===== src/liu_pkg.sv =====
// What this block does
// [RQ1] receiver powered on when its enable bit is one
// [RQ2] five-bit equalizer code drives pulse shape and monitoring
// [RQ3] termination select bits: zero external, one internal
// [RQ4] jitter path: 00 off, 01 transmit, 1x receive
// [RQ5] E1: bandwidth bit picks 1.5 Hz/64 or 10 Hz
// [RQ6] T1: bandwidth fixed 3 Hz, depth bit still applies
// [RQ7] transmitter enable; off tri-states both driver outputs
// [RQ8] loop-back field: 0xx none, then dual/analog/remote/digital
// [RQ9] loop-code mode: off, up, down, automatic
// [RQ10] single rail: one selects AMI, zero HDB3/B8ZS
// [RQ11] eight identical channel sets at channel times sixteen
// [RQ12] impedance code selects 100, 110, 75, 120 ohm
// [RQ13] manual detect flag follows pattern persisting five seconds
// [RQ14] every detect flag change requests interrupt when enabled
// [RQ15] auto: loop-up persists, set flag, enter remote loop
// [RQ16] auto: loop-down persists, leave remote loop, clear flag
package liu_pkg;
   localparam int unsigned NUM_CHANNELS     = 8;
   localparam int unsigned CLK_HZ           = 50_000_000;
   localparam int unsigned LOOP_PERSIST_MS  = 5000;
   localparam int unsigned LOOP_PERSIST_CYC =
      CLK_HZ / 1000 * LOOP_PERSIST_MS;

   localparam logic [1:0] REG_RX_EQ    = 2'h0;
   localparam logic [1:0] REG_TERM_JA  = 2'h1;
   localparam logic [1:0] REG_TX_LOOP  = 2'h2;
   localparam logic [1:0] REG_LC_CODE  = 2'h3;
   localparam logic [7:0] REG_RESET    = 8'h00;

   // register 0
   localparam int unsigned RX_ON_BIT    = 5;
   localparam int unsigned EQ_MSB       = 4;
   // register 1
   localparam int unsigned RX_TERM_BIT  = 7;
   localparam int unsigned TX_TERM_BIT  = 6;
   localparam int unsigned IMP_MSB      = 5;
   localparam int unsigned IMP_LSB      = 4;
   localparam int unsigned JA_MSB       = 3;
   localparam int unsigned JA_LSB       = 2;
   localparam int unsigned JA_BW_BIT    = 1;
   localparam int unsigned FIFO_BIT     = 0;
   // register 2
   localparam int unsigned PRBS_INV_BIT = 7;
   localparam int unsigned TEST_MSB     = 6;
   localparam int unsigned TEST_LSB     = 4;
   localparam int unsigned TX_ON_BIT    = 3;
   localparam int unsigned LOOP_MSB     = 2;
   // register 3
   localparam int unsigned LC_MSB       = 7;
   localparam int unsigned LC_LSB       = 6;
   localparam int unsigned AMI_BIT      = 5;

   localparam logic [1:0] LC_OFF  = 2'h0;
   localparam logic [1:0] LC_UP   = 2'h1;
   localparam logic [1:0] LC_DOWN = 2'h2;
   localparam logic [1:0] LC_AUTO = 2'h3;

   localparam logic [2:0] LB_NONE    = 3'h0;
   localparam logic [2:0] LB_DUAL    = 3'h1;
   localparam logic [2:0] LB_ANALOG  = 3'h2;
   localparam logic [2:0] LB_REMOTE  = 3'h3;
   localparam logic [2:0] LB_DIGITAL = 3'h4;

   localparam logic [7:0] OHM_100 = 8'h64;
   localparam logic [7:0] OHM_110 = 8'h6e;
   localparam logic [7:0] OHM_75  = 8'h4b;
   localparam logic [7:0] OHM_120 = 8'h78;

   // jitter bandwidth in tenths of a hertz
   localparam logic [7:0] JA_BW_1P5 = 8'h0f;
   localparam logic [7:0] JA_BW_10  = 8'h64;
   localparam logic [7:0] JA_BW_3   = 8'h1e;
endpackage : liu_pkg


===== src/loop_code_detect.sv =====
`timescale 1ns/1ps
module loop_code_detect #(
   parameter int unsigned PERSIST_CYCLES = liu_pkg::LOOP_PERSIST_CYC
) (
   input  wire logic       ref_clk,     // clock
   input  wire logic       arst_n,      // async reset
   input  wire logic [1:0] mode,        // detection mode field
   input  wire logic       up_seen,     // loop-up pattern present
   input  wire logic       down_seen,   // loop-down pattern present
   input  wire logic       irq_en,      // change request enable
   output logic            detected,    // detected flag
   output logic            remote_auto, // auto remote loop-back
   output logic            change_req   // one-cycle change request
);
   import liu_pkg::*;
   localparam int unsigned CW = $clog2(PERSIST_CYCLES + 1);
   localparam logic [CW-1:0] CNT_TOP = CW'(PERSIST_CYCLES);

   typedef enum logic {ST_WAIT_UP, ST_LOOPED} lc_state_e;

   lc_state_e     state_ff;
   lc_state_e     nxt_state;
   logic [CW-1:0] cnt_ff;
   logic [CW-1:0] nxt_cnt;
   logic [1:0]    mode_ff;
   logic          flag_ff;
   logic          nxt_flag;
   logic          req_ff;

   wire auto_mode = (mode == LC_AUTO);
   wire mode_chg  = (mode != mode_ff);
   wire looped    = (state_ff == ST_LOOPED);
   wire watch     = (mode == LC_UP)   ? up_seen :
                    (mode == LC_DOWN) ? down_seen :
                    auto_mode ? (looped ? down_seen : up_seen) : 1'b0;
   // pattern must last longer than the persistence time
   wire persisted = watch && (cnt_ff == CNT_TOP);

   always_comb begin
      nxt_state = state_ff;
      if (mode_chg || !auto_mode) begin
         nxt_state = ST_WAIT_UP;
      end else if (persisted) begin
         nxt_state = looped ? ST_WAIT_UP : ST_LOOPED; // [RQ15] [RQ16]
      end
   end

   // counter restarts when the watched pattern swaps, else the old run
   // would count toward the new one
   always_comb begin
      nxt_cnt = cnt_ff;
      if (!watch || mode_chg || (nxt_state != state_ff)) begin
         nxt_cnt = '0;
      end else if (cnt_ff != CNT_TOP) begin
         nxt_cnt = cnt_ff + CW'(1);
      end
   end

   always_comb begin
      nxt_flag = 1'b0;
      if (mode_chg) begin
         nxt_flag = 1'b0;
      end else if (auto_mode) begin
         nxt_flag = (nxt_state == ST_LOOPED); // [RQ15] [RQ16]
      end else if (mode != LC_OFF) begin
         nxt_flag = persisted; // [RQ13]
      end
   end

   always_ff @(posedge ref_clk or negedge arst_n) begin
      if (!arst_n) begin
         state_ff <= ST_WAIT_UP;
         cnt_ff   <= '0;
         mode_ff  <= LC_OFF;
         flag_ff  <= 1'b0;
         req_ff   <= 1'b0;
      end else begin
         state_ff <= nxt_state;
         cnt_ff   <= nxt_cnt;
         mode_ff  <= mode;
         flag_ff  <= nxt_flag;
         req_ff   <= irq_en && (nxt_flag != flag_ff); // [RQ14]
      end
   end

   assign detected    = flag_ff;
   assign remote_auto = auto_mode && looped; // [RQ15]
   assign change_req  = req_ff;
endmodule : loop_code_detect


===== src/liu_channel_control_regs.sv =====
`timescale 1ns/1ps
module liu_channel_control_regs #(
   parameter int unsigned NCH            = liu_pkg::NUM_CHANNELS,
   parameter int unsigned PERSIST_CYCLES = liu_pkg::LOOP_PERSIST_CYC
) (
   input  wire logic              ref_clk,          // 50 MHz clock
   input  wire logic              arst_n,           // async reset
   input  wire logic              cs_n,             // chip select pin
   input  wire logic              rd_n,             // read strobe pin
   input  wire logic              wr_n,             // write strobe pin
   input  wire logic [7:0]        addr,             // address pins
   input  wire logic [7:0]        data_in,          // data pins in
   output logic      [7:0]        data_out,         // data pins out
   output logic                   data_oe_n,        // low drives data
   output logic                   rdy,              // access complete
   input  wire logic [NCH-1:0]    e1_mode,          // 1 E1, 0 T1
   input  wire logic [NCH-1:0]    single_rail,      // single-rail mode
   input  wire logic [NCH-1:0]    loop_up_seen,     // up code present
   input  wire logic [NCH-1:0]    loop_down_seen,   // down code present
   input  wire logic [NCH-1:0]    loop_irq_en,      // change req enable
   output logic [NCH-1:0]         rx_section_enable,  // receiver on
   output logic [NCH-1:0][4:0]    equalizer_code,     // equalizer code
   output logic [NCH-1:0]         rx_term_internal,   // rx internal term
   output logic [NCH-1:0]         tx_term_internal,   // tx internal term
   output logic [NCH-1:0][7:0]    term_ohms,          // impedance, ohm
   output logic [NCH-1:0]         ja_in_tx,           // jitter in tx
   output logic [NCH-1:0]         ja_in_rx,           // jitter in rx
   output logic [NCH-1:0][7:0]    ja_bw_tenths_hz,    // jitter bandwidth
   output logic [NCH-1:0]         ja_fifo_64,         // 64-bit fifo
   output logic [NCH-1:0]         tx_section_enable,  // transmitter on
   output logic [NCH-1:0]         tx_drive_oe_n,      // low drives line
   output logic [NCH-1:0][2:0]    tx_test_pattern_sel,// test pattern
   output logic [NCH-1:0]         prbs_invert,        // invert prbs
   output logic [NCH-1:0][2:0]    loopback_mode,      // LB_* code
   output logic [NCH-1:0]         ami_coding_select,  // AMI line code
   output logic [NCH-1:0]         hdb3_b8zs_select,   // HDB3/B8ZS code
   output logic [NCH-1:0]         loop_code_detected, // detect flag
   output logic [NCH-1:0]         loop_code_change    // change request
);
   import liu_pkg::*;

   logic [NCH-1:0][3:0][7:0] ctrl_ff;
   logic [2:0]  strb_s1_ff;
   logic [2:0]  strb_s2_ff;
   logic [7:0]  addr_s1_ff;
   logic [7:0]  addr_s2_ff;
   logic [7:0]  din_s1_ff;
   logic [7:0]  din_s2_ff;
   logic [NCH-1:0] pin_s1_ff [4];
   logic [NCH-1:0] pin_s2_ff [4];
   logic        wr_done_ff;
   logic [7:0]  dout_ff;
   logic        rd_act_ff;
   logic [NCH-1:0] remote_auto;

   // strobes and their address/data pass the same two stages, so the
   // host need hold address and data only while its strobe is asserted
   always_ff @(posedge ref_clk or negedge arst_n) begin
      if (!arst_n) begin
         strb_s1_ff <= 3'h7;
         strb_s2_ff <= 3'h7;
         addr_s1_ff <= 8'h00;
         addr_s2_ff <= 8'h00;
         din_s1_ff  <= 8'h00;
         din_s2_ff  <= 8'h00;
      end else begin
         strb_s1_ff <= {cs_n, rd_n, wr_n};
         strb_s2_ff <= strb_s1_ff;
         addr_s1_ff <= addr;
         addr_s2_ff <= addr_s1_ff;
         din_s1_ff  <= data_in;
         din_s2_ff  <= din_s1_ff;
      end
   end

   // line-mode and rail pins are mostly static straps, but a live change
   always_ff @(posedge ref_clk or negedge arst_n) begin
      if (!arst_n) begin
         for (int i = 0; i < 4; i++) begin
            pin_s1_ff[i] <= '0;
            pin_s2_ff[i] <= '0;
         end
      end else begin
         pin_s1_ff[0] <= e1_mode;
         pin_s1_ff[1] <= single_rail;
         pin_s1_ff[2] <= loop_up_seen;
         pin_s1_ff[3] <= loop_down_seen;
         for (int i = 0; i < 4; i++) begin
            pin_s2_ff[i] <= pin_s1_ff[i];
         end
      end
   end

   wire [NCH-1:0] e1_s    = pin_s2_ff[0];
   wire [NCH-1:0] srail_s = pin_s2_ff[1];
   wire [NCH-1:0] up_s    = pin_s2_ff[2];
   wire [NCH-1:0] down_s  = pin_s2_ff[3];

   wire       wr_act  = !strb_s2_ff[2] && !strb_s2_ff[0];
   wire       rd_act  = !strb_s2_ff[2] && !strb_s2_ff[1] && !wr_act;
   wire [2:0] ch_sel  = addr_s2_ff[6:4]; // [RQ11]
   wire [1:0] reg_sel = addr_s2_ff[1:0];
   // channel n answers at n*16 + 0..3; other locations read as zero
   wire       hit     = !addr_s2_ff[7] && (addr_s2_ff[3:2] == 2'h0) &&
                        (32'(ch_sel) < NCH); // [RQ11]
   // a held strobe writes once; acting on the level would rewrite the
   // register every cycle with whatever the data pins show by then
   wire       wr_pulse = wr_act && !wr_done_ff;
   wire [7:0] rd_word  = hit ? ctrl_ff[ch_sel][reg_sel] : 8'h00;

   always_ff @(posedge ref_clk or negedge arst_n) begin
      if (!arst_n) begin
         for (int c = 0; c < NCH; c++) begin
            for (int r = 0; r < 4; r++) begin
               ctrl_ff[c][r] <= REG_RESET;
            end
         end
      end else if (wr_pulse && hit) begin
         ctrl_ff[ch_sel][reg_sel] <= din_s2_ff; // [RQ11]
      end
   end

   always_ff @(posedge ref_clk or negedge arst_n) begin
      if (!arst_n) begin
         wr_done_ff <= 1'b0;
         rd_act_ff  <= 1'b0;
         dout_ff    <= 8'h00;
      end else begin
         wr_done_ff <= wr_act;
         rd_act_ff  <= rd_act;
         if (rd_act) begin
            dout_ff <= rd_word;
         end
      end
   end

   // rdy stays up until the strobe release has passed the synchroniser,
   // so a slow host cannot miss the end of its access
   assign data_out  = dout_ff;
   assign data_oe_n = !rd_act_ff;
   assign rdy       = rd_act_ff || wr_done_ff;

   function automatic logic [7:0] imp_ohms(input logic [1:0] code);
      logic [7:0] o;
      o = OHM_100;
      unique case (code)
         2'h0: o = OHM_100;
         2'h1: o = OHM_110;
         2'h2: o = OHM_75;
         2'h3: o = OHM_120;
      endcase
      return o;
   endfunction : imp_ohms

   function automatic logic [2:0] lb_decode(input logic [2:0] f);
      logic [2:0] m;
      m = LB_NONE;
      if (f[2]) begin
         unique case (f[1:0])
            2'h0: m = LB_DUAL;
            2'h1: m = LB_ANALOG;
            2'h2: m = LB_REMOTE;
            2'h3: m = LB_DIGITAL;
         endcase
      end
      return m;
   endfunction : lb_decode

   // T1 ignores the bandwidth bit; in E1 it trades lock time for
   // jitter rejection
   function automatic logic [7:0] ja_bw_code(input logic e1,
                                             input logic narrow);
      logic [7:0] b;
      b = JA_BW_3;
      if (e1) begin
         b = narrow ? JA_BW_1P5 : JA_BW_10;
      end
      return b;
   endfunction : ja_bw_code

   for (genvar c = 0; c < NCH; c++) begin : g_ch
      wire [7:0] r0 = ctrl_ff[c][REG_RX_EQ];
      wire [7:0] r1 = ctrl_ff[c][REG_TERM_JA];
      wire [7:0] r2 = ctrl_ff[c][REG_TX_LOOP];
      wire [7:0] r3 = ctrl_ff[c][REG_LC_CODE];
      wire       bw = r1[JA_BW_BIT];

      assign rx_section_enable[c] = r0[RX_ON_BIT]; // [RQ1]
      assign equalizer_code[c]    = r0[EQ_MSB:0]; // [RQ2]
      assign rx_term_internal[c]  = r1[RX_TERM_BIT]; // [RQ3]
      assign tx_term_internal[c]  = r1[TX_TERM_BIT]; // [RQ3]
      assign term_ohms[c]         = imp_ohms(r1[IMP_MSB:IMP_LSB]); // [RQ12]
      assign ja_in_tx[c] = (r1[JA_MSB:JA_LSB] == 2'h1); // [RQ4]
      assign ja_in_rx[c] = r1[JA_MSB]; // [RQ4]
      assign ja_bw_tenths_hz[c] = ja_bw_code(e1_s[c], bw); // [RQ5] [RQ6]
      assign ja_fifo_64[c] = (e1_s[c] && bw) || r1[FIFO_BIT]; // [RQ5] [RQ6]
      assign tx_section_enable[c]   = r2[TX_ON_BIT]; // [RQ7]
      assign tx_drive_oe_n[c]       = !r2[TX_ON_BIT]; // [RQ7]
      assign tx_test_pattern_sel[c] = r2[TEST_MSB:TEST_LSB];
      assign prbs_invert[c]         = r2[PRBS_INV_BIT];
      // automatic loop-code handling overrides the programmed field
      assign loopback_mode[c] = remote_auto[c] ? LB_REMOTE : // [RQ15]
                                lb_decode(r2[LOOP_MSB:0]); // [RQ8]
      assign ami_coding_select[c] = srail_s[c] && r3[AMI_BIT]; // [RQ10]
      assign hdb3_b8zs_select[c]  = srail_s[c] && !r3[AMI_BIT]; // [RQ10]

      // a mode change restarts detection, so a stale run never carries over
      loop_code_detect #(
         .PERSIST_CYCLES (PERSIST_CYCLES)
      ) u_lcd (
         .ref_clk     (ref_clk),
         .arst_n      (arst_n),
         .mode        (r3[LC_MSB:LC_LSB]), // [RQ9]
         .up_seen     (up_s[c]),
         .down_seen   (down_s[c]),
         .irq_en      (loop_irq_en[c]),
         .detected    (loop_code_detected[c]),
         .remote_auto (remote_auto[c]),
         .change_req  (loop_code_change[c])
      );
   end
endmodule : liu_channel_control_regs


===== config.mk =====
export PLATFORM = sky130hd
export DESIGN_NAME = liu_channel_control_regs
export DESIGN_NICKNAME = d
export VERILOG_FILES = /design/src/liu_pkg.sv /design/src/loop_code_detect.sv /design/src/liu_channel_control_regs.sv
export SDC_FILE = /design/constraint.sdc
export NUM_CORES = 1
export LEC_CHECK = 0
export BUFFER_PORTS_ARGS = -buffer_cell sky130_fd_sc_hd__clkbuf_2
export CAP_MARGIN = 25
export CORE_MARGIN = 3
export CORE_UTILIZATION = 63
export CTS_CLUSTER_DIAMETER = 30
export DETAILED_ROUTE_END_ITERATION = 10
export MAX_ROUTING_LAYER = met4
export PLACE_DENSITY = 0.83
export SLEW_MARGIN = 10
export SYNTH_ARGS = -nofsm -noshare
export SYNTH_HDL_FRONTEND = slang
export SYNTH_SLANG_ARGS = --single-unit

===== constraint.sdc =====
create_clock -name ref_clk -period 4.9 [get_ports ref_clk]
set_input_delay 0.245 -clock ref_clk [delete_from_list [all_inputs] [get_ports ref_clk]]
set_output_delay 0.245 -clock ref_clk [all_outputs]
set_load 0.005 [all_outputs]

Word level (Yosys, flattened, before mapping)
Index checks and enable logic that the tools add are counted.

word-level totals
  register bits = 632
  output and inout port bits = 330

cells by class
  $add $sub $neg = 8
  order comparisons = 4
  equality and inequality tests = 120
  mux-type cells = 154
  reductions and logical operators = 161

operators with widths
  operator                 number
  $mux W28                 16
  $bwmux W256              1
  $pmux W8 S4              8
  $add A28 B1 Y28 const B  8
  $eq A28 B28 Y1 const B   8
  $ne A28 B28 Y1 const B   8
  $mux W7                  15
  $bmux W32 S3             1
  $demux W32 S3            1
  $eq A2 B2 Y1 const B     48
  $pmux W3 S4              8
  $mux W1                  80
  $eq A2 B1 Y1 const B     32
  $mux W32                 2
  $logic_and A1 B1 Y1      56
  $mux W3                  16
  $logic_not A1 Y1         39
  $logic_not A2 Y1         17
  $logic_or A1 B1 Y1       33
  $mux W8                  4
  $reduce_bool A2 Y1       16
  $bmux W8 S2              1
  $demux W8 S2             1
  $ne A1 B1 Y1             16
  other kinds (5)          12

Depth between registers and ports, before layout
Gate-level depths: netlist (run 1).

  word-level depth = 11
  depth in mapped cells = 10

Modules after synthesis
Synthesis (run 1) repeated with hierarchy kept, for this count alone.

second synthesis, totals
  cells, all modules = 2909
  area total of the unflattened synthesis = 32022.0 um^2

modules (own cells, without submodules)
  module                    instances  cells each  area an instance (um^2)
  liu_channel_control_regs  1          1389        17568.1
  loop_code_detect          8          190         1806.7

Least setup slack after synthesis (run 1)
Ideal clock, no wire load.

  path type = flip-flop to flip-flop
  start point = register g_ch[7].u_lcd.cnt_ff[0]
  end point = register g_ch[7].u_lcd.req_ff
  data arrival time = 2.140 ns
  data required time = 4.821 ns
  slack = 2.681 ns
  stages on the path, launching flop included = 8
  buffers on the path = 0
  clock period less this slack = 2.219 ns
  path through = dfrtp_1 -> inv_1 -> ha_1 -> or4bb_1 -> nor4_2 -> nor2b_1 -> mux2i_1 -> mux2i_1

on the way
  cells in the longest elaborated chain, start to end = 8
  elaborated cells on any way between the ends = 9
  those cells by class = eq/ne: 2; mux: 5; reduce/logical: 2

RTL lines
  element                     RTL line                RTL
  from (decl)                 loop_code_detect.sv:23  logic [CW-1:0] cnt_ff;
  from (signal assigned)      loop_code_detect.sv:79  cnt_ff <= nxt_cnt;
  $eq A28 B28 Y1 *            loop_code_detect.sv:37  wire persisted = watch && (cnt_ff == CNT_TOP);
  $logic_and A1 B1 Y1 *       loop_code_detect.sv:37
  $mux W1                     loop_code_detect.sv:43  end else if (persisted) begin
  $mux W1                     loop_code_detect.sv:41  if (mode_chg || !auto_mode) begin
  $mux W1 *                   loop_code_detect.sv:63  end else if (auto_mode) begin
  $mux W1 *                   loop_code_detect.sv:61  if (mode_chg) begin
  via g_ch[7].u_lcd.nxt_flag  loop_code_detect.sv:27  logic nxt_flag;
  $ne A1 B1 Y1 *              loop_code_detect.sv:82  req_ff <= irq_en && (nxt_flag != flag_ff);
  $logic_and A1 B1 Y1 *       loop_code_detect.sv:82
  to (signal assigned)        loop_code_detect.sv:82
  to (decl)                   loop_code_detect.sv:28  logic req_ff;

Mark *: on every way through the listed nets, which the timed path passes. The rest lies on a longest branch.
A chain may end at the register's enable or synchronous reset.

Worst setup path in the final report (run 1)
  start point = register addr_s2_ff[5]
  end point = register dout_ff[2], in the netlist data_out[2]

on the way
  cells in the longest elaborated chain, start to end = 5

RTL lines
  element                         RTL line                         RTL
  from (decl)                     liu_channel_control_regs.sv:46   logic [7:0] addr_s2_ff;
  from (signal assigned)          liu_channel_control_regs.sv:70   addr_s2_ff <= addr_s1_ff;
  $bmux W32 S3                    liu_channel_control_regs.sv:109  wire [7:0] rd_word = hit ? ctrl_ff[ch_sel][reg_sel] : 8'h00;
  $mux W32 (implied by the code)  liu_channel_control_regs.sv:109
  $bmux W8 S2                     liu_channel_control_regs.sv:109
  $mux W8 (implied by the code)   liu_channel_control_regs.sv:109
  $mux W8                         liu_channel_control_regs.sv:109
  to (signal assigned)            liu_channel_control_regs.sv:132  dout_ff <= rd_word;
  to (decl)                       liu_channel_control_regs.sv:52   logic [7:0] dout_ff;

No other way between the ends. The select of a mux whose other input is x is not followed.

==> flow_summary.toml, run 1 <==
[run_status]
status = "completed"

[critical_path]
end_kind = "register"
cp_top_family = "compound AO/OA/AOI/OAI gates"
arrival_ns = 3.81
crit_type = "register to register"
cp-start-kind = "register"
cp.required_ns = 5.44
critPathMaxStageDelay_ns = 1.00
r2r_slack_ns = 1.63
worst-path-buf-inv = 1
cp_slowest_cell = "a2111oi_0"
worstPathCellList = "buf_4, nor2_1, and2_0, a2111oi_0, a311oi_1, a32o_1"
path_max_fanout = 25

[synth]
ys_seq_area_frac = 0.507
netlist_area_sq_um = 31200
avgSynthCellArea_sq_um = 10.8
synthCells = 2898
synthTopCellsByArea = "dfrtp_1 50%, mux2_2 9.8%, buf_4 4.3%, nor2_1 3.7%, ha_1 3.2%"
synth.largest_area_cell = "dfrtp_1"
synth_top_area_frac = 0.502
synth_edf_count = 0
ys.warnings.count = 0
synth_seq_cells = 632
synth_cell_types = 75
ys.flop_type = "dfrtp_1"
async_reset_ff_frac = 1.00

[power]
power_density_nw_per_um2 = 389
ir_drop_uv = 343
p_leak_nw = 17.6

[grt]
grt_pass1_vias = 24770
overflow = 0
antenna_found_initial = 0
grtUsageTotal = 0.363
grt_max_degree = 166
grt_pass1_wl_microns = 143000

[sta]
max_slew_margin = 0.257
rsz0062_at_grt = "false"
slew_violations = 0
worstMarginPinSlew_ns = 1.11
setup_viol = 0
report.final.hold_viol_count = 0
fin_crit_sh = 0.667
setup-tns-final_ns = 0
max_freq_ghz = 0.306
min_period_ns = 3.27
clock_skew_ns = 0.0359

[drt]
drt_iter0_markers = 1989
drc = 0
drt-total-wl_microns = 92600
drtAntennaViolNets = 0
drtPass1Iterations = 7
routedWlPerCell_microns = 23.3
vias = 23965
via_per_inst = 6.04

[finish]
nFillCells = 2980
fin_nets = 3349
drive_gt1_frac = 0.280
area_growth_pct = 19.6
mostFrequentLayoutCells = "623 x dfrtp_1, 357 x clkbuf_2, 311 x nor2_1"
utilization = 0.773
final_common_cell = "dfrtp_1"

[place]
gp_congestion = 0.980
port_buffers = 358
dp_hpwl_microns = 61700

[cts]
clock_latency_ns = 0.69
clockRootBuffer = "clkbuf_16"
clk_pin_slew_ns = 0.06
cts_max_level = 3
cts.sinks = 632
cts_tree = "yes"
cts_made_buffers = 120
clock_path_buffers = 3
post_cts_buffers = 0

[die]
initial_utilization = 0.646
die_y_microns = 229
core_sq_um = 48300
io_pins = 391
dieArea_sq_um = 52300
die_width_microns = 229
row_count = 80

[worst_hold_path]
min_path_type = "input pin to async pin"

[job]
max_cap_viol_count = 0
[per-layer routing]
layer  global-route usage  vias to the layer above  part of all wire
li1                     -                    10407                 -
met1                0.416                    11965              0.37
met4                0.213                        0             0.070
met2                0.594                     1208              0.49
met3               0.0737                      385             0.072
met5                    -                        -                 0
[path summary, 6_finish.rpt]
kind,endpoint,depth (start not counted),from
worst max-delay path,data_out[2]$_DFFE_PN0P_,6,addr_s2_ff[5]$_DFF_PN0_
worst min-delay path,g_ch[4].u_lcd.cnt_ff[19]$_DFFE_PN0P_,2,arst_n
worst max register to register,data_out[2]$_DFFE_PN0P_,6,addr_s2_ff[5]$_DFF_PN0_
worst min register to register,e1_s[0]$_DFF_PN0_,0,pin_s1_ff[24]$_DFF_PN0_
max in group asynchronous,g_ch[1].r1[0]$_DFFE_PN0P_,3,arst_n
min in group ref_clk,pin_s1_ff[6]$_DFF_PN0_,2,loop_down_seen[6]
[metrics by stage]
step / setup slack (ns) / instance area, sq um / hold WS [ns] / power (W) / std cells
2_1_floorplan: 2.68 / 31300 / -0.0506 / 0.00573 / 2928
4_1_cts: 1.81 / 37300 / 0.182 / 0.0146 / 3963
3_3_place_gp: 1.84 / 32400 / 0.292 / 0.00600 / 3676
6_report: 1.63 / 37400 / 0.216 / 0.0145 / 3969
3_5_place_dp: 1.81 / 32400 / 0.305 / 0.00602 / 3677
5_1_grt: 1.63 / 37400 / 0.212 / 0.0149 / 3968
[registers in the layout (all words and copies together) (netlist names), 16 cells and up]
name / count
g_ch.r0: 64
g_ch.r1: 64
g_ch.r2: 64
g_ch.r3: 64
g_ch.u_lcd.cnt_ff: 224
g_ch.u_lcd.mode_ff: 16
pin_s1_ff: 32
[cells in the mapped netlist (27+ instances only)]
master      n
dfrtp_1   626
nand4_1    53
ha_1       80
a21oi_1    45
o21ai_0    46
or2_2      27
xor2_1    110
nand2_1   210
and3_1     40
mux2_2    273
xnor2_1   112
nor4_1     29
nand3_1   104
clkbuf_1   81
mux2i_1    38
nor2_1    311
nor2b_1    30
nor3_1     60
and2_1     37
buf_4     180
inv_1     114
[what timing repair did]
item / 4_1_cts / 5_1_grt
resized for setup: 0 / 0
hold endpoints to repair: 143 / 0
hold buffers: 60 / 0
[where the power goes]
group / switching [W] / internal [W] / leakage, nW
Sequential: 0.000106 / 0.00533 / 8.57
Combinational: 0.000362 / 0.000199 / 6.93
Clock: 0.00287 / 0.00565 / 2.06
Total: 0.00334 / 0.0112 / 17.6
[final cells by class]
cell class	count	area, sq um	share of cell area
antenna	1	2.50	0.0000670
clock buffer	154	3360	0.0900
clock inverter	72	916	0.0245
inverter	114	428	0.0115
multi-input combinational	1895	13300	0.357
sequential	632	15800	0.424
tap	656	821	0.0220
timing repair buffer	445	2680	0.0716
[kinds of logic after synthesis]
group,share of synthesized area
and+or+nand+nor,0.163
DFF,0.507
buffers and inverters,0.0707
muxes,0.114
AOI/OAI and AO/OA,0.0504
xor gates and xnor gates,0.0623
adders and majority gates,0.0321
other,0.000240
(Power assumes the default switching activity.)
==> run 2, diff against run 1 <==
CORE_UTILIZATION = 53   (was 63)
PLACE_DENSITY = 0.74   (was 0.83)
clock period = 2.8 ns   (was 4.9 ns; I/O delays follow)
==> flow_summary.toml, run 2 (synthesis gave the netlist of run 1 again) <==
[run_status]
status = "completed"

[drt]
vias = 23929
drtPass1Iterations = 9
drc = 0
via_per_inst = 5.74
drt_iter0_markers = 1902
routedWlPerCell_microns = 22.5
drtAntennaViolNets = 0
drt-total-wl_microns = 93900

[finish]
final_common_cell = "dfrtp_1"
area_growth_pct = 23.7
top_register = "g_ch.u_lcd.cnt_ff"
largest_register_ffs = 224
fin_area_sq_um = 38600
fin_cells = 4172
fin_nets = 3434
utilization = 0.666
ff_latch_area_sq_um = 15800
diodes = 0
nFillCells = 4315
drive_gt1_frac = 0.299
mostFrequentLayoutCells = "623 x dfrtp_1, 357 x clkbuf_2, 311 x nor2_1"
multiInputGateArea_sq_um = 13300

[die]
dieArea_sq_um = 61900
die_width_microns = 249
die_y_microns = 249
initial_utilization = 0.538
row_count = 88
core_sq_um = 58000
io_pins = 391

[place]
placed_cells = 3858
placedInstanceArea_sq_um = 33200
port_buffers = 358
gp_congestion = 0.990
pre_cts_slack_ns = 0.220
dp_hpwl_microns = 64900

[cts]
clock_path_buffers = 3
cts_made_buffers = 137
clockRootBuffer = "clkbuf_16"
clk_pin_slew_ns = 0.05
cts.sinks = 632
cts_tree = "yes"
ctsResizeCount = 0
cts_max_level = 4
clock_latency_ns = 0.72
post_cts_buffers = 0
hold_buffers = 61

[job]
max_cap_viol_count = 0

[critical_path]
cp_top_family = "compound AO/OA/AOI/OAI gates"
cp_slowest_cell = "a211oi_1"
r2r_slack_ns = 0.13
arrival_ns = 3.26
worst-path-buf-inv = 0
cp.required_ns = 3.39
crit_type = "register to register"
path_max_fanout = 30
worstPathCellList = "and3b_1, a211oi_1, o211ai_1, a32o_1"
end_kind = "register"
cp-start-kind = "register"
critPathMaxStageDelay_ns = 0.73

[sta]
rsz0062_at_grt = "false"
setup_viol = 0
slew_violations = 0
clock_skew_ns = 0.0222
fin_crit_sh = 0.954
layout_setup_ws_ns = 0.130
min_period_ns = 2.67
report.final.hold_viol_count = 0
max_slew_margin = 0.372
setup-tns-final_ns = 0
worstMarginPinSlew_ns = 0.942
max_freq_ghz = 0.374

[grt]
grt_pass1_vias = 24687
antenna_found_initial = 0
overflow = 0
grtUsageTotal = 0.311
grt_max_degree = 115
grt_pass1_wl_microns = 145000

[power]
power_frac_seq = 0.350
internal_power_w = 0.0208
p_leak_nw = 18.2
pwr-share-clk = 0.611
p_sw_frac = 0.234
power_density_nw_per_um2 = 703
switchingPower_w = 0.00636
ir_drop_uv = 641
combPwrFrac = 0.040

[worst_hold_path]
min_path_type = "input pin to register"
-- run 2: cell types whose count changed in the layout (fill, tap and decap cells not counted), sizes merged --
| cell | before | now |
|---|---|---|
| buf | 28 | 96 |
| inv | 123 | 134 |
| clkinvlp | 16 | 15 |
| clkbuf | 511 | 523 |
| bufinv | 15 | 17 |
| diode | 1 | 0 |
| clkinv | 32 | 35 |
-- run 2: area by class of cell --
type,count,area share
multi-input combinational,1895,0.345
timing repair buffer,513,0.0846
inverter,114,0.0111
clock inverter,87,0.0293
tap,765,0.0248
clock buffer,166,0.0955
sequential,632,0.410
-- run 2: worst paths after layout --
check	start	endpoint	cells after the start
setup / recovery	addr_s2_ff[4]$_DFF_PN0_	data_out[1]$_DFFE_PN0P_	4
hold / removal	addr[1]	addr_s1_ff[1]$_DFF_PN0_	2
setup reg to reg	addr_s2_ff[4]$_DFF_PN0_	data_out[1]$_DFFE_PN0P_	4
hold reg to reg	pin_s1_ff[20]$_DFF_PN0_	srail_s[4]$_DFF_PN0_	0
max in group asynchronous	arst_n	addr_s2_ff[4]$_DFF_PN0_	3
min in group asynchronous	arst_n	g_ch[0].u_lcd.cnt_ff[0]$_DFFE_PN0P_	3
-- run 2: layer usage --
layer,track usage,up-vias,wire length (microns)
li1,-,10624,-
met1,0.367,11951,36600
met2,0.501,1067,45700
met3,0.0569,287,6100
met4,0.181,0,5480
met5,-,-,0
-- run 2: worst reg2reg max path, delay by kind of cell (launching register included) --
kind,cells,cell delay [ns]
DFF,1,0.64
and+or+nand+nor,1,0.58
AOI/OAI and AO/OA,3,1.31
-- run 2: through the flow --
stage | total power, W | hold WS (ns)
2_1_floorplan | 0.0100 | -0.156
5_1_grt | 0.0280 | 0.0529
6_report | 0.0272 | 0.0614
4_1_cts | 0.0274 | 0.0265
3_3_place_gp | 0.0106 | 0.0831
3_5_place_dp | 0.0106 | 0.0839
-- run 2: power by group through the flow --
stage / sequential, W / clock, W / combinational [W]
global route: 0.00950 / 0.0173 / 0.00117
finish: 0.00949 / 0.0166 / 0.00108
floorplan: 0.00954 / 0 / 0.000499
detailed placement: 0.00963 / 0 / 0.00100
CTS: 0.00949 / 0.0168 / 0.00108
global placement: 0.00962 / 0 / 0.000981
==> run 3, diff against run 2 <==
SYNTH_HIERARCHICAL = 1   (was default)
==> flow_summary.toml, run 3 <==
[critical_path]
cp_top_family = "simple AND/OR/NAND/NOR gates"
cp-startpoint = "addr_s2_ff[3]$_DFF_PN0_"
rr_endpoint = "g_ch[1].r1[1]$_DFFE_PN0P_"
r2r_cells = 5
path_depth = 5
r2r_slack_ns = 0.29
worstPathCellList = "nor3_1, nand3b_2, nor2_2, nand3_2, mux2_2"
endpoint = "g_ch[1].r1[1]$_DFFE_PN0P_"
end_kind = "register"
cp.required_ns = 3.37
cp_slowest_cell = "nor2_2"
cp-start-kind = "register"
worst-path-buf-inv = 0
arrival_ns = 3.08
crit_type = "register to register"
r2r-start = "addr_s2_ff[3]$_DFF_PN0_"
path_max_fanout = 8
critPathMaxStageDelay_ns = 0.62

[grt]
grt_max_degree = 93
grt_pass1_wl_microns = 145000
grtUsageTotal = 0.301
grt_pass1_vias = 25507
overflow = 0
antenna_found_initial = 2

[sta]
max_slew_margin = 0.443
worstMarginPinSlew_ns = 0.832
min_period_ns = 2.51
rsz0062_at_grt = "false"
fin_crit_sh = 0.895
clock_skew_ns = 0.0243
slew_violations = 0
max_freq_ghz = 0.399
layout_setup_ws_ns = 0.294
setup_viol = 0
report.final.hold_viol_count = 0
setup-tns-final_ns = 0

[synth]
synth_edf_count = 0
synth_top_area_frac = 0.489
ys_seq_area_frac = 0.494
async_reset_ff_frac = 1.00
avgSynthCellArea_sq_um = 11.0
synth_seq_cells = 632
synthTopCellsByArea = "dfrtp_1 49%, mux2_2 9.0%, buf_4 4.2%, xor2_1 3.9%, nor2_1 3.2%"
ys.warnings.count = 6
ys.flop_type = "dfrtp_1"
netlist_top_cells_count = "626 x dfrtp_1, 272 x nor2_1, 257 x mux2_2"
synthCells = 2909
yosysMostFrequentCell = "dfrtp_1"
netlist_area_sq_um = 32000
synth_cell_types = 71
synth.largest_area_cell = "dfrtp_1"

[die]
dieArea_sq_um = 63400
row_count = 89
die_width_microns = 252
io_pins = 391
core_sq_um = 59400
die_y_microns = 252
initial_utilization = 0.540

[power]
p_leak_nw = 18.8
ir_drop_uv = 622
power_density_nw_per_um2 = 676

[place]
gp_congestion = 1.01
pre_cts_slack_ns = 0.363
dp_hpwl_microns = 64800
placedInstanceArea_sq_um = 33900
port_buffers = 358
placed_cells = 3868

[drt]
drt_iter0_markers = 2212
drtPass1Iterations = 6
drc = 0
via_per_inst = 5.98
drt-total-wl_microns = 92800
vias = 24929
drtAntennaViolNets = 0
routedWlPerCell_microns = 22.3

[cts]
cts.sinks = 632
clk_pin_slew_ns = 0.04
post_cts_buffers = 0
cts_max_level = 4
clock_latency_ns = 0.70
cts_tree = "yes"
clockRootBuffer = "clkbuf_16"
clock_path_buffers = 3
cts_made_buffers = 133

[finish]
top_register = "g_ch.u_lcd/cnt_ff"
final_common_cell = "dfrtp_1"
fin_area_sq_um = 39000
fin_cells = 4169
largest_register_ffs = 224
multiInputGateArea_sq_um = 14200
ff_latch_area_sq_um = 15800
fin_nets = 3429
mostFrequentLayoutCells = "623 x dfrtp_1, 357 x clkbuf_2, 271 x nor2_1"
drive_gt1_frac = 0.311
area_growth_pct = 21.8
nFillCells = 4369

[job]
max_cap_viol_count = 0

[worst_hold_path]
min_path_type = "input pin to async pin"

[run_status]
status = "completed"
==> run 3: worst min path at each step <==
stage,start,to,slack (ns),depth (start not counted)
after floorplan,arst_n,addr_s1_ff[0]$_DFF_PN0_,-0.16,0
after global placement,arst_n,down_s[7]$_DFF_PN0_,0.18,1
after detailed placement,arst_n,g_ch[2].u_lcd/cnt_ff[11]$_DFFE_PN0P_,0.18,1
after CTS,data_in[0],din_s1_ff[0]$_DFF_PN0_,0.03,2
after global routing,e1_mode[0],pin_s1_ff[24]$_DFF_PN0_,0.05,2
final,arst_n,g_ch[2].u_lcd/cnt_ff[21]$_DFFE_PN0P_,0.04,2
==> run 3: where the power goes <==
group          leakage, nW  switching, W  internal [W]
Combinational         7.99      0.000666      0.000421
Sequential            8.57      0.000186       0.00933
Clock                 2.23       0.00507        0.0107
Total                 18.8       0.00593        0.0204
==> run 3: metrics by stage <==
step                total power, W  utilization  hold WS (ns)
global placement            0.0106        0.570         0.179
CTS                         0.0266        0.657        0.0337
detailed placement          0.0106        0.570         0.183
global route                0.0272        0.657        0.0531
finish                      0.0264        0.657        0.0438
floorplan                   0.0101            -        -0.156
==> run 3: final cells by class <==
| class | count | area share |
|---|---|---|
| diodes | 1 | 0.0000641 |
| clock buffers | 175 | 0.0961 |
| clock inverters | 65 | 0.0207 |
| inverters | 92 | 0.00885 |
| multi-input cells | 1930 | 0.363 |
| flip-flops and latches | 632 | 0.406 |
| well taps | 773 | 0.0248 |
| repair buffers | 501 | 0.0809 |
==> run 3: kinds of logic (layout without fill, tap and decap cells) <==
logic type / count (synthesis) / in the layout / share of synthesized area
AOI/OAI and AO/OA: 273 / 273 / 0.0587
muxes: 299 / 299 / 0.111
DFF: 632 / 632 / 0.494
adders and majority gates: 78 / 78 / 0.0305
and+or+nand+nor: 1040 / 1040 / 0.181
xor gates and xnor gates: 208 / 208 / 0.0569
other: 2 / 33 / 0.000235
buffers and inverters: 377 / 833 / 0.0677
==> run 3: timing repair <==
item | in CTS | in global routing
gates resized for setup | 0 | 0
hold buffers | 60 | 0
endpoints found under the hold margin | 447 | 0
==> run 3: layer usage <==
layer  vias up  wire length [microns]  global-route usage
met5         -                      0                   -
met4         0                   3940               0.136
met3       262                   7050              0.0662
met2      1160                  44700               0.475
met1     12590                  37100               0.373
li1      10917                      -                   -
